--- config.mk ---
export PLATFORM = sky130hd
export DESIGN_NAME = pdmc_top
export DESIGN_NICKNAME = d
export VERILOG_FILES = /design/src/pdmc_pkg.sv /design/src/pdmc_top.sv
export SDC_FILE = /design/constraint.sdc
export NUM_CORES = 1
export LEC_CHECK = 0
export ABC_AREA = 0
export BUFFER_PORTS_ARGS = -buffer_cell sky130_fd_sc_hd__buf_4
export CORE_ASPECT_RATIO = 0.7
export CORE_MARGIN = 2
export CORE_UTILIZATION = 40
export DETAILED_ROUTE_END_ITERATION = 12
export PLACE_DENSITY = 0.67
export REMOVE_ABC_BUFFERS = 1
export SLEW_MARGIN = 20
export SYNTH_ARGS = -nofsm -noshare
export SYNTH_HDL_FRONTEND = slang
export SYNTH_SLANG_ARGS = --single-unit
--- constraint.sdc ---
create_clock -name ref_clk_in -period 3 [get_ports ref_clk_in]
set_clock_uncertainty 0.15 [all_clocks]
set_input_delay 0.3 -clock ref_clk_in [delete_from_list [all_inputs] [get_ports ref_clk_in]]
set_output_delay 0.3 -clock ref_clk_in [all_outputs]
set_load 0.1 [all_outputs]
--- src/pdmc_pkg.sv ---
// Constants, types and register map of the power-down mode controller
//////////////////////////////////////////////////////////////////////////////
// Overview of operation
// - Sleep: halt CPU only, peripherals keep running
// - Accepted interrupt ends sleep; masked ones do not
// - Reset pin low enters reset; release starts reset
// - Standby pin low enters hardware standby
// - Stop bit set halts module at bus end
// - Stop bit clear resumes module at bus end
// - Serial, ADC, PWM state lost while stopped
// - After reset all but transfer controller stopped
// - Stopped module register accesses are blocked
// - Stop bit to module mapping as listed
// - Stop bits 1 and 0 storage only
// - Transfer controller bus request beats stop write
// - Software standby stops CPU, peripherals, oscillator
// - NMI or enabled IRQ 0,1,2,6,7 wakes after settling count
// - Disabled or masked IRQ keeps standby
// - Reset pin in standby restarts clocks at once
// - Settling select picks the state count
// - NMI edge select: 0 falling, 1 rising
// - Stop pair resets to 3FFF, kept in software standby
//////////////////////////////////////////////////////////////////////////////
package pdmc_pkg;

  // Register byte addresses
  localparam logic [4:0] HW_STANDBY_PIN_N_CTRL_OFS  = 5'h00;
  localparam logic [4:0] LOW_PWR_OFS    = 5'h04;
  localparam logic [4:0] TMR_CTRL_OFS   = 5'h08;
  localparam logic [4:0] SYS_CTRL_OFS   = 5'h0C;
  localparam logic [4:0] STOP_HIGH_OFS  = 5'h10;
  localparam logic [4:0] STOP_LOW_OFS   = 5'h14;
  localparam logic [4:0] STATUS_OFS     = 5'h18;

  // Field positions
  localparam int HW_STANDBY_PIN_N_SEL_POS   = 7;
  localparam int SETTLE_SEL_POS = 4;
  localparam int LOW_SPEED_POS  = 6;
  localparam int PRESCALE_POS   = 4;
  localparam int NMI_EDGE_POS   = 3;
  localparam int XFER_CTRL_BIT  = 14;

  // Reset values
  localparam logic [15:0] STOP_PAIR_RST  = 16'h3FFF;
  // Stop bits that gate a real module (15, 1, 0 do not)
  localparam logic [15:0] STOP_LIVE_MASK = 16'h7FFC;
  // Modules whose state is lost: serial 7-5, ADC 9, PWM 11
  localparam logic [15:0] STOP_LOSS_MASK = 16'h0AE0;
  // Modules lost in software standby: serial and PWM
  localparam logic [15:0] HW_STANDBY_PIN_N_LOSS_MASK = 16'h08E0;
  // IRQ lines able to end software standby: 0,1,2,6,7
  localparam logic [7:0]  WAKE_IRQ_MASK  = 8'hC7;

  // Settling counts in states
  localparam int unsigned SETTLE_BASE_DEF  = 8192;
  localparam int unsigned SETTLE_SHORT     = 16;
  localparam logic [2:0]  SETTLE_SHORT_SEL = 3'h7;
  localparam logic [2:0]  SETTLE_RSVD_SEL  = 3'h6;
  localparam logic [2:0]  SETTLE_MAX_SHIFT = 3'h5;

  typedef enum logic [2:0] {
    PDMC_ACTIVE,
    PDMC_SLEEP,
    PDMC_SW_HW_STANDBY_PIN_N,
    PDMC_SETTLE,
    PDMC_HW_HW_STANDBY_PIN_N,
    PDMC_RESET
  } pdmc_mode_t;

  typedef struct packed {
    logic       standby_select_bit;
    logic [2:0] settling_select;
    logic       low_speed_on_bit;
    logic       prescaler_select_bit;
    logic       nmi_edge_select;
  } pdmc_cfg_t;

  localparam pdmc_cfg_t CFG_RST = '0;

endpackage : pdmc_pkg

--- src/pdmc_top.sv ---
// Power-down mode controller: mode sequencer, module stop and register slave
//
// Added by the designer: the placing of the registers and the Avalon-MM register port.
`timescale 1ns/1ps
module pdmc_top
  import pdmc_pkg::*;
#(
  parameter int unsigned SETTLE_BASE = SETTLE_BASE_DEF
)(
  // Clock and reset
  input  wire logic        ref_clk_in,
  input  wire logic        resetn_in,
  // Avalon-MM slave
  input  wire logic [4:0]  avs_address_in,
  input  wire logic        avs_read_in,
  input  wire logic        avs_write_in,
  input  wire logic [31:0] avs_writedata_in,
  output logic      [31:0] avs_readdata_out,
  output logic             avs_waitrequest_out,
  // CPU and interrupt logic
  input  wire logic        sleep_instr_in,
  input  wire logic        irq_accept_in,
  input  wire logic        cpu_mask_in,
  input  wire logic [7:0]  irq_enable_in,
  output logic             cpu_halt_out,
  output logic             irq_exc_start_out,
  output logic             reset_exc_start_out,
  output logic             reset_state_out,
  // Pins
  input  wire logic        reset_pin_n_in,
  input  wire logic        hw_standby_pin_n_in,
  input  wire logic        nmi_pin_in,
  input  wire logic [7:0]  irq_pin_n_in,
  // Clock oscillator
  output logic             osc_enable_out,
  output logic             chip_clk_enable_out,
  output logic             hw_standby_out,
  // Peripherals
  input  wire logic        xfer_bus_req_in,
  input  wire logic        bus_cycle_end_in,
  output logic [15:0]      module_stop_out,
  output logic [15:0]      module_state_lost_out,
  output logic [15:0]      reg_access_block_out
);

  //////////////////////////////////////////////////////////////////////////
  // Settling count for a select value
  function automatic logic [18:0] settle_count(input logic [2:0] sel);
    logic [18:0] base;
    base = SETTLE_BASE[18:0];
    if (sel == SETTLE_SHORT_SEL)
      settle_count = SETTLE_SHORT[18:0];
    else if (sel == SETTLE_RSVD_SEL)
      settle_count = base << SETTLE_MAX_SHIFT;
    else
      settle_count = base << sel;
  endfunction : settle_count

  //////////////////////////////////////////////////////////////////////////
  // Pin synchronisers
  logic [11:0] pin_meta_q;
  logic [11:0] pin_sync_q;
  logic        nmi_prev_q;

  always_ff @(posedge ref_clk_in)
  begin
    pin_meta_q <= {reset_pin_n_in, hw_standby_pin_n_in, nmi_pin_in,
                   irq_pin_n_in, 1'b0};
    pin_sync_q <= pin_meta_q;
    nmi_prev_q <= pin_sync_q[9];
  end

  logic       rst_pin_n;
  logic       hw_pin_n;
  logic       nmi_lvl;
  logic [7:0] irq_lvl;
  assign rst_pin_n = pin_sync_q[11];
  assign hw_pin_n  = pin_sync_q[10];
  assign nmi_lvl   = pin_sync_q[9];
  assign irq_lvl   = ~pin_sync_q[8:1];

  //////////////////////////////////////////////////////////////////////////
  // Registers
  pdmc_cfg_t   cfg_q, cfg_d;
  logic [15:0] stop_q, stop_d;
  logic [15:0] applied_q, applied_d;
  logic        ack_q, ack_d;
  logic [31:0] rdata_q, rdata_d;
  pdmc_mode_t  mode_q, mode_d;
  logic [18:0] cnt_q, cnt_d;
  logic        irq_exc_q, irq_exc_d;
  logic        rst_exc_q, rst_exc_d;

  logic wr_en;
  logic nmi_edge;
  logic irq_wake;
  logic pin_reset;
  logic sleep_go;

  assign wr_en     = ack_q & avs_write_in;
  assign pin_reset = ~rst_pin_n | ~hw_pin_n;

  // Active NMI edge per select bit
  assign nmi_edge = cfg_q.nmi_edge_select ? (nmi_lvl & ~nmi_prev_q)
                                          : (~nmi_lvl & nmi_prev_q);
  // Only enabled, unmasked wake lines count
  assign irq_wake = |(irq_lvl & irq_enable_in & WAKE_IRQ_MASK)
                    & ~cpu_mask_in;
  assign sleep_go = sleep_instr_in & ~cfg_q.low_speed_on_bit;

  //////////////////////////////////////////////////////////////////////////
  // Register file and bus slave
  always_comb
  begin
    cfg_d   = cfg_q;
    stop_d  = stop_q;
    ack_d   = (avs_read_in | avs_write_in) & ~ack_q;
    rdata_d = rdata_q;
    if (ack_d && avs_read_in)
    begin
      rdata_d = '0;
      case (avs_address_in)
        HW_STANDBY_PIN_N_CTRL_OFS:
        begin
          rdata_d[HW_STANDBY_PIN_N_SEL_POS] = cfg_q.standby_select_bit;
          rdata_d[SETTLE_SEL_POS +: 3] = cfg_q.settling_select;
        end
        LOW_PWR_OFS:   rdata_d[LOW_SPEED_POS] = cfg_q.low_speed_on_bit;
        TMR_CTRL_OFS:  rdata_d[PRESCALE_POS]  = cfg_q.prescaler_select_bit;
        SYS_CTRL_OFS:  rdata_d[NMI_EDGE_POS]  = cfg_q.nmi_edge_select;
        STOP_HIGH_OFS: rdata_d[7:0] = stop_q[15:8];
        STOP_LOW_OFS:  rdata_d[7:0] = stop_q[7:0];
        STATUS_OFS:    rdata_d[2:0] = mode_q;
        default:       rdata_d = '0;
      endcase
    end
    if (wr_en)
    begin
      case (avs_address_in)
        HW_STANDBY_PIN_N_CTRL_OFS:
        begin
          cfg_d.standby_select_bit = avs_writedata_in[HW_STANDBY_PIN_N_SEL_POS];
          cfg_d.settling_select = avs_writedata_in[SETTLE_SEL_POS +: 3];
        end
        LOW_PWR_OFS:
          cfg_d.low_speed_on_bit = avs_writedata_in[LOW_SPEED_POS];
        TMR_CTRL_OFS:
          cfg_d.prescaler_select_bit = avs_writedata_in[PRESCALE_POS];
        SYS_CTRL_OFS:
          cfg_d.nmi_edge_select = avs_writedata_in[NMI_EDGE_POS];
        STOP_HIGH_OFS:
        begin
          stop_d[15:8] = avs_writedata_in[7:0];
          // Bus request wins; stop bit not set
          if (xfer_bus_req_in && !stop_q[XFER_CTRL_BIT])
            stop_d[XFER_CTRL_BIT] = 1'b0;
        end
        STOP_LOW_OFS:
          stop_d[7:0] = avs_writedata_in[7:0];
        default:
          stop_d = stop_q;
      endcase
    end
    // Reset pin or hardware standby reinitialise the pair
    if (pin_reset)
    begin
      stop_d = STOP_PAIR_RST;
      cfg_d  = CFG_RST;
    end
  end

  always_ff @(posedge ref_clk_in)
  begin
    if (!resetn_in)
    begin
      cfg_q   <= CFG_RST;
      stop_q  <= STOP_PAIR_RST;
      ack_q   <= 1'b0;
      rdata_q <= '0;
    end
    else
    begin
      cfg_q   <= cfg_d;
      stop_q  <= stop_d;
      ack_q   <= ack_d;
      rdata_q <= rdata_d;
    end
  end

  //////////////////////////////////////////////////////////////////////////
  // Module stop application at bus cycle end
  always_comb
  begin
    applied_d = applied_q;
    if (bus_cycle_end_in || pin_reset)
      applied_d = stop_q & STOP_LIVE_MASK;
  end

  always_ff @(posedge ref_clk_in)
  begin
    if (!resetn_in)
      applied_q <= STOP_PAIR_RST & STOP_LIVE_MASK;
    else
      applied_q <= applied_d;
  end

  //////////////////////////////////////////////////////////////////////////
  // Mode sequencer
  always_comb
  begin
    mode_d    = mode_q;
    cnt_d     = cnt_q;
    irq_exc_d = 1'b0;
    rst_exc_d = 1'b0;
    case (mode_q)
      PDMC_ACTIVE:
      begin
        if (sleep_go && !cfg_q.standby_select_bit)
          mode_d = PDMC_SLEEP;
        else if (sleep_go && !cfg_q.prescaler_select_bit)
          mode_d = PDMC_SW_HW_STANDBY_PIN_N;
      end
      PDMC_SLEEP:
      begin
        if (irq_accept_in)
        begin
          mode_d    = PDMC_ACTIVE;
          irq_exc_d = 1'b1;
        end
      end
      PDMC_SW_HW_STANDBY_PIN_N:
      begin
        if (nmi_edge || irq_wake)
        begin
          mode_d = PDMC_SETTLE;
          cnt_d  = settle_count(cfg_q.settling_select);
        end
      end
      PDMC_SETTLE:
      begin
        cnt_d = cnt_q - 19'h00001;
        if (cnt_q == 19'h00001)
        begin
          mode_d    = PDMC_ACTIVE;
          irq_exc_d = 1'b1;
        end
      end
      PDMC_HW_HW_STANDBY_PIN_N:
      begin
        if (hw_pin_n)
          mode_d = PDMC_RESET;
      end
      PDMC_RESET:
      begin
        if (rst_pin_n)
        begin
          mode_d    = PDMC_ACTIVE;
          rst_exc_d = 1'b1;
        end
      end
      default:
        mode_d = PDMC_RESET;
    endcase
    // Standby pin overrides every mode; reset pin every mode but hardware standby
    if (!hw_pin_n)
    begin
      mode_d    = PDMC_HW_HW_STANDBY_PIN_N;
      irq_exc_d = 1'b0;
      rst_exc_d = 1'b0;
    end
    else if (!rst_pin_n && mode_q != PDMC_HW_HW_STANDBY_PIN_N)
    begin
      mode_d    = PDMC_RESET;
      irq_exc_d = 1'b0;
      rst_exc_d = 1'b0;
    end
  end

  always_ff @(posedge ref_clk_in)
  begin
    if (!resetn_in)
    begin
      mode_q    <= PDMC_RESET;
      cnt_q     <= '0;
      irq_exc_q <= 1'b0;
      rst_exc_q <= 1'b0;
    end
    else
    begin
      mode_q    <= mode_d;
      cnt_q     <= cnt_d;
      irq_exc_q <= irq_exc_d;
      rst_exc_q <= rst_exc_d;
    end
  end

  //////////////////////////////////////////////////////////////////////////
  // Registered outputs
  logic        halt_q;
  logic        osc_q;
  logic        clk_en_q;
  logic        hws_q;
  logic        rst_st_q;
  logic [15:0] lost_q;
  logic        in_sw;

  assign in_sw = (mode_d == PDMC_SW_HW_STANDBY_PIN_N) || (mode_d == PDMC_SETTLE);

  always_ff @(posedge ref_clk_in)
  begin
    if (!resetn_in)
    begin
      halt_q   <= 1'b1;
      osc_q    <= 1'b1;
      clk_en_q <= 1'b1;
      hws_q    <= 1'b0;
      rst_st_q <= 1'b1;
      lost_q   <= STOP_LOSS_MASK;
    end
    else
    begin
      halt_q   <= mode_d != PDMC_ACTIVE;
      osc_q    <= (mode_d != PDMC_SW_HW_STANDBY_PIN_N) && (mode_d != PDMC_HW_HW_STANDBY_PIN_N);
      clk_en_q <= !in_sw && (mode_d != PDMC_HW_HW_STANDBY_PIN_N);
      hws_q    <= mode_d == PDMC_HW_HW_STANDBY_PIN_N;
      rst_st_q <= (mode_d == PDMC_RESET) || (mode_d == PDMC_HW_HW_STANDBY_PIN_N);
      lost_q   <= (applied_d & STOP_LOSS_MASK)
                  | (in_sw ? HW_STANDBY_PIN_N_LOSS_MASK : 16'h0000);
    end
  end

  assign avs_readdata_out      = rdata_q;
  assign avs_waitrequest_out   = ~ack_q;
  assign cpu_halt_out          = halt_q;
  assign irq_exc_start_out     = irq_exc_q;
  assign reset_exc_start_out   = rst_exc_q;
  assign reset_state_out       = rst_st_q;
  assign osc_enable_out        = osc_q;
  assign chip_clk_enable_out   = clk_en_q;
  assign hw_standby_out        = hws_q;
  assign module_stop_out       = applied_q;
  assign module_state_lost_out = lost_q;
  assign reg_access_block_out  = applied_q;

  //////////////////////////////////////////////////////////////////////////
  // Assertions
  property p_sleep_keeps_clocks;
    @(posedge ref_clk_in) disable iff (!resetn_in)
    mode_q == PDMC_SLEEP |-> (chip_clk_enable_out && cpu_halt_out);
  endproperty
  a_sleep_keeps_clocks: assert property (p_sleep_keeps_clocks)
    else $error("sleep mode lost clocks or CPU ran");

  property p_sleep_wake;
    @(posedge ref_clk_in) disable iff (!resetn_in)
    (mode_q == PDMC_SLEEP && irq_accept_in && hw_pin_n && rst_pin_n)
      |=> (mode_q == PDMC_ACTIVE && irq_exc_start_out);
  endproperty
  a_sleep_wake: assert property (p_sleep_wake)
    else $error("sleep not ended by accepted interrupt");

  property p_reset_pin;
    @(posedge ref_clk_in) disable iff (!resetn_in)
    (!rst_pin_n && hw_pin_n && mode_q != PDMC_HW_HW_STANDBY_PIN_N)
      |=> (reset_state_out && chip_clk_enable_out && osc_enable_out);
  endproperty
  a_reset_pin: assert property (p_reset_pin)
    else $error("reset pin did not give clocked reset state");

  property p_hw_standby;
    @(posedge ref_clk_in) disable iff (!resetn_in)
    !hw_pin_n |=> (hw_standby_out && !osc_enable_out);
  endproperty
  a_hw_standby: assert property (p_hw_standby)
    else $error("standby pin did not enter hardware standby");

  property p_stop_at_bus_end;
    @(posedge ref_clk_in) disable iff (!resetn_in)
    (bus_cycle_end_in && !pin_reset)
      |=> module_stop_out == ($past(stop_q) & STOP_LIVE_MASK);
  endproperty
  a_stop_at_bus_end: assert property (p_stop_at_bus_end)
    else $error("module stop not applied at bus end");

  property p_stop_holds;
    @(posedge ref_clk_in) disable iff (!resetn_in)
    (!bus_cycle_end_in && !pin_reset) |=> $stable(module_stop_out);
  endproperty
  a_stop_holds: assert property (p_stop_holds)
    else $error("module stop changed outside bus end");

  property p_dead_bits;
    @(posedge ref_clk_in) disable iff (!resetn_in)
    (module_stop_out & ~STOP_LIVE_MASK) == 16'h0000;
  endproperty
  a_dead_bits: assert property (p_dead_bits)
    else $error("unassigned stop bit reached a module");

  property p_xfer_collision;
    @(posedge ref_clk_in) disable iff (!resetn_in)
    (wr_en && avs_address_in == STOP_HIGH_OFS && xfer_bus_req_in
      && !stop_q[XFER_CTRL_BIT] && !pin_reset) |=> !stop_q[XFER_CTRL_BIT];
  endproperty
  a_xfer_collision: assert property (p_xfer_collision)
    else $error("stop bit set despite transfer request");

  property p_settle_gated;
    @(posedge ref_clk_in) disable iff (!resetn_in)
    (mode_q == PDMC_SW_HW_STANDBY_PIN_N && mode_d == PDMC_SETTLE)
      |=> !chip_clk_enable_out [*8];
  endproperty
  a_settle_gated: assert property (p_settle_gated)
    else $error("clocks released during settling");

  property p_settle_end;
    @(posedge ref_clk_in) disable iff (!resetn_in)
    (mode_q == PDMC_SETTLE && cnt_q == 19'h00001 && !pin_reset)
      |=> (irq_exc_start_out && chip_clk_enable_out);
  endproperty
  a_settle_end: assert property (p_settle_end)
    else $error("settling end did not wake the chip");

  property p_masked_irq;
    @(posedge ref_clk_in) disable iff (!resetn_in)
    (mode_q == PDMC_SW_HW_STANDBY_PIN_N && cpu_mask_in && !nmi_edge && !pin_reset)
      |=> mode_q == PDMC_SW_HW_STANDBY_PIN_N;
  endproperty
  a_masked_irq: assert property (p_masked_irq)
    else $error("masked request ended standby");

  property p_stop_reset;
    @(posedge ref_clk_in) disable iff (!resetn_in)
    pin_reset |=> stop_q == STOP_PAIR_RST;
  endproperty
  a_stop_reset: assert property (p_stop_reset)
    else $error("stop pair not reinitialised");

  c_sleep_wake: cover property (@(posedge ref_clk_in) disable iff (!resetn_in)
    mode_q == PDMC_SLEEP ##1 mode_q == PDMC_ACTIVE);
  c_standby_wake: cover property (@(posedge ref_clk_in) disable iff (!resetn_in)
    mode_q == PDMC_SETTLE ##1 mode_q == PDMC_ACTIVE);
  c_hw_standby: cover property (@(posedge ref_clk_in) disable iff (!resetn_in)
    mode_q == PDMC_HW_HW_STANDBY_PIN_N ##1 mode_q == PDMC_RESET);

endmodule : pdmc_top
==> impl_metrics.yaml <==
logic_synthesis:
  synth_ff_type: "dfxtp_1"
  post_synth_num_cell_types: 52
  netlist_area_um2: 4200
  async_flop_share_pct: 0
  synthCells: 490
  yosys.area.top_type: "dfxtp_1"
  avgSynthCellArea_um2: 8.57
  ys_seq_elements: 95
  synth_area_leaders: "dfxtp_1 45%, buf_4 9.8%, nand3_1 5.1%"
  synth_enable_flop_cells: 0
  ys_warn_count: 0
  yosysTopAreaCellShare_pct: 45.3
  ys_seq_area_share_pct: 45.3
floorplanning:
  initial_utilization_pct: 40.8
  rows: 31
  design.die.area_um2: 11300
  io_pins: 153
  die_h_um: 89.7
  coreArea_um2: 10300
  die_w_um: 126
placed_design:
  placedInstanceArea_um2: 4670
  dpl.hpwl_mm: 7.25
  dp_cells: 671
  gp_congestion: 0.844
  port_buffers: 81
  pre_cts_slack_ns: 0.536
routing:
  vias: 3587
  first_iter_violations: 169
  ant_nets: 0
  routed_wl_mm: 10.0
  drc: 0
  dr.pass1.iters: 5
  via_per_inst: 5.16
  wl_per_cell_um: 14.4
layout:
  fin_nets: 625
  areaGrowthSynthToFinish_pct: 20.1
  fin_area_um2: 5040
  num_antenna_cells: 0
  drive_above_1_share_pct: 21.3
  instances_no_fill: 695
  fill_cells: 977
  final_util_pct: 49.0
sta:
  finalCritPeriodShare_pct: 82.9
  rsz0062_at_grt: "false"
  hold_ws_ns: 0.0285
  hold_viol_final: 0
  setup_slack_ns: 0.513
  fmax_ghz: 0.402
  setup-tns-final_ns: 0
  period_minus_slack_ns: 2.49
  maxSlewHeadroom_pct: 50.7
  tightest_slew_ns: 0.737
  setup_viol: 0
  drv_slew: 0
power:
  irDropWorstVdd_mv: 0.382
  power.density_nw_per_um2: 576
  design_power_total_mw: 2.91
  leakage_nw: 2.11
grt:
  grt_usage_pct: 17.6
  grt_max_degree: 27
  antenna_found_initial: 0
  grt_first_pass_wirelength_mm: 16.1
  overflow: 0
  grt_pass1_vias: 3255
critical_path:
  worst-r2r-setup-slack_ns: 0.51
  cpPeakStageDelay_ns: 0.59
  cp-end-kind: "flop"
  reg2reg_depth: 5
  cp_slowest_cell: "nor4b_2"
  r2r_end: "module_state_lost_out[6]$_SDFF_PN1_"
  crit_type: "flop to flop"
  required_ns: 3.05
  worstPathMaxFanout: 6
  crit_chain: "or4_4 -> nor4b_2 -> a31o_2 -> a21o_1 -> nand3_1"
  regToRegStartpoint: "cnt_q[5]$_SDFFE_PN0P_"
  startpoint_type: "flop"
  critPathArrivalTime_ns: 2.54
clock_tree:
  cts-root-buf: "clkbuf_16"
  clock_latency_ns: 0.34
  htreeDepth: 3
  clkTransAtPathRegs_ns: 0.07
  numCtsBuffers: 9
  cts_setup_buffers: 0
  cts.sinks: 95
  cts_buffer_depth: 2
  cts_tree: "yes"
job:
  maxCapViolations: 0
run_status:
  outcome: "complete, no violations"
min_path:
  min_from: "avs_writedata_in[0]"
  hold_path_depth: 3
  min_path_type: "primary input to flop"
  holdPathEnd: "stop_q[0]$_SDFFE_PP1P_"
## cell usage after synthesis (3+ instances only)
| master | number |
|---|---|
| nand3b_1 | 7 |
| nor3_1 | 13 |
| o311ai_0 | 3 |
| nor3b_1 | 7 |
| or2_2 | 10 |
| a211oi_1 | 3 |
| or4_1 | 3 |
| dfxtp_1 | 95 |
| clkbuf_1 | 23 |
| or3_1 | 5 |
| nand2_1 | 56 |
| nor2_1 | 39 |
| nor4_1 | 5 |
| a22oi_1 | 3 |
| a21oi_1 | 24 |
| a31oi_1 | 5 |
| inv_1 | 10 |
| nand2b_1 | 11 |
| buf_4 | 55 |
| mux2i_1 | 16 |
| o21ai_0 | 17 |
| nand3_1 | 43 |
| o211ai_1 | 3 |
## registers in the layout (all words and copies together), names as in the netlist
signal,cells
ack_q,1
cnt_q,19
cfg_q,7
module_state_lost_out,4
pin_meta_q,8
stop_q,16
reset_state_out,1
hw_standby_out,1
module_stop_out,13
avs_readdata_out,8
mode_q,3
reset_exc_start_out,1
irq_exc_start_out,1
pin_sync_q,8
nmi_prev_q,1
cpu_halt_out,1
osc_enable_out,1
chip_clk_enable_out,1
## where the power goes
part           internal (mW)  total (mW)  switching, mW
Sequential              1.29        1.31         0.0185
Clock                  0.581        1.10          0.517
Combinational         0.0849       0.502          0.418
## timing repair
| action | CTS | global route |
|---|---|---|
| hold endpoints to repair | 8 | 0 |
| resized for setup | 0 | 0 |
| hold buffers | 8 | 0 |
## final cells by class
| cell class | instances | area, um^2 | area share (%) |
|---|---|---|---|
| Clock inverter | 7 | 63.8 | 1.27 |
| Multi-Input combinational cell | 346 | 1910 | 37.9 |
| Timing Repair Buffer | 95 | 733 | 14.5 |
| Inverter | 11 | 41.3 | 0.819 |
| Sequential cell | 95 | 1900 | 37.7 |
| Clock buffer | 9 | 225 | 4.47 |
| Tap cell | 132 | 165 | 3.28 |
## routing by layer
metal / GRT usage, % / share of wire, % / up-vias
met5: 0 / 0 / -
met4: 4.49 / 1.1 / 0
met3: 5.60 / 8.6 / 11
met2: 25.5 / 43 / 154
met1: 25.1 / 47 / 1683
li1: - / - / 1739
## worst max path at each step
| stage | start | endpoint | cells past startpoint |
|---|---|---|---|
| detailed placement | cnt_q[5]$_SDFFE_PN0P_ | module_state_lost_out[6]$_SDFF_PN1_ | 5 |
| floorplan | pin_sync_q[9]$_DFF_P_ | cnt_q[16]$_SDFFE_PN0P_ | 5 |
| global route | cnt_q[5]$_SDFFE_PN0P_ | module_state_lost_out[6]$_SDFF_PN1_ | 5 |
| finish | cnt_q[5]$_SDFFE_PN0P_ | module_state_lost_out[6]$_SDFF_PN1_ | 5 |
| global placement | cnt_q[5]$_SDFFE_PN0P_ | module_state_lost_out[11]$_SDFF_PN1_ | 5 |
| CTS | cnt_q[5]$_SDFFE_PN0P_ | module_state_lost_out[6]$_SDFF_PN1_ | 5 |
## cell families after synthesis
family / synth area share (%)
other cells: 0.0893
simple gates: 25.6
buf+inv: 12.9
compound gates: 10.8
xor+xnor: 0.417
mux: 4.35
fa+ha+maj: 0.596
flops: 45.3
## critical path, delay by kind of cell, from the launching register on
family / cells / cell delay [ns]
AND/OR/NAND/NOR: 3 / 1.29
flip-flops: 1 / 0.34
AO/OA/AOI/OAI: 2 / 0.56
## placed cells by master (no fill, tap or decap), types with 5 or more instances in the layout
master and n:
inv_1 10, mux2i_1 16, a21oi_1 24, nor3b_1 7, a31oi_1 5, or2_2 10
clkbuf_16 9, nand2_1 56, buf_4 87, dfxtp_1 95, nand3_1 43, nand3b_1 7
nor4_1 5, nor3_1 13, o21ai_0 17, or3_1 5, nor2_1 39, nand2b_1 11
conb_1 41, dlygate4sd3_1 8
Power figures use the tool's default switching activity.
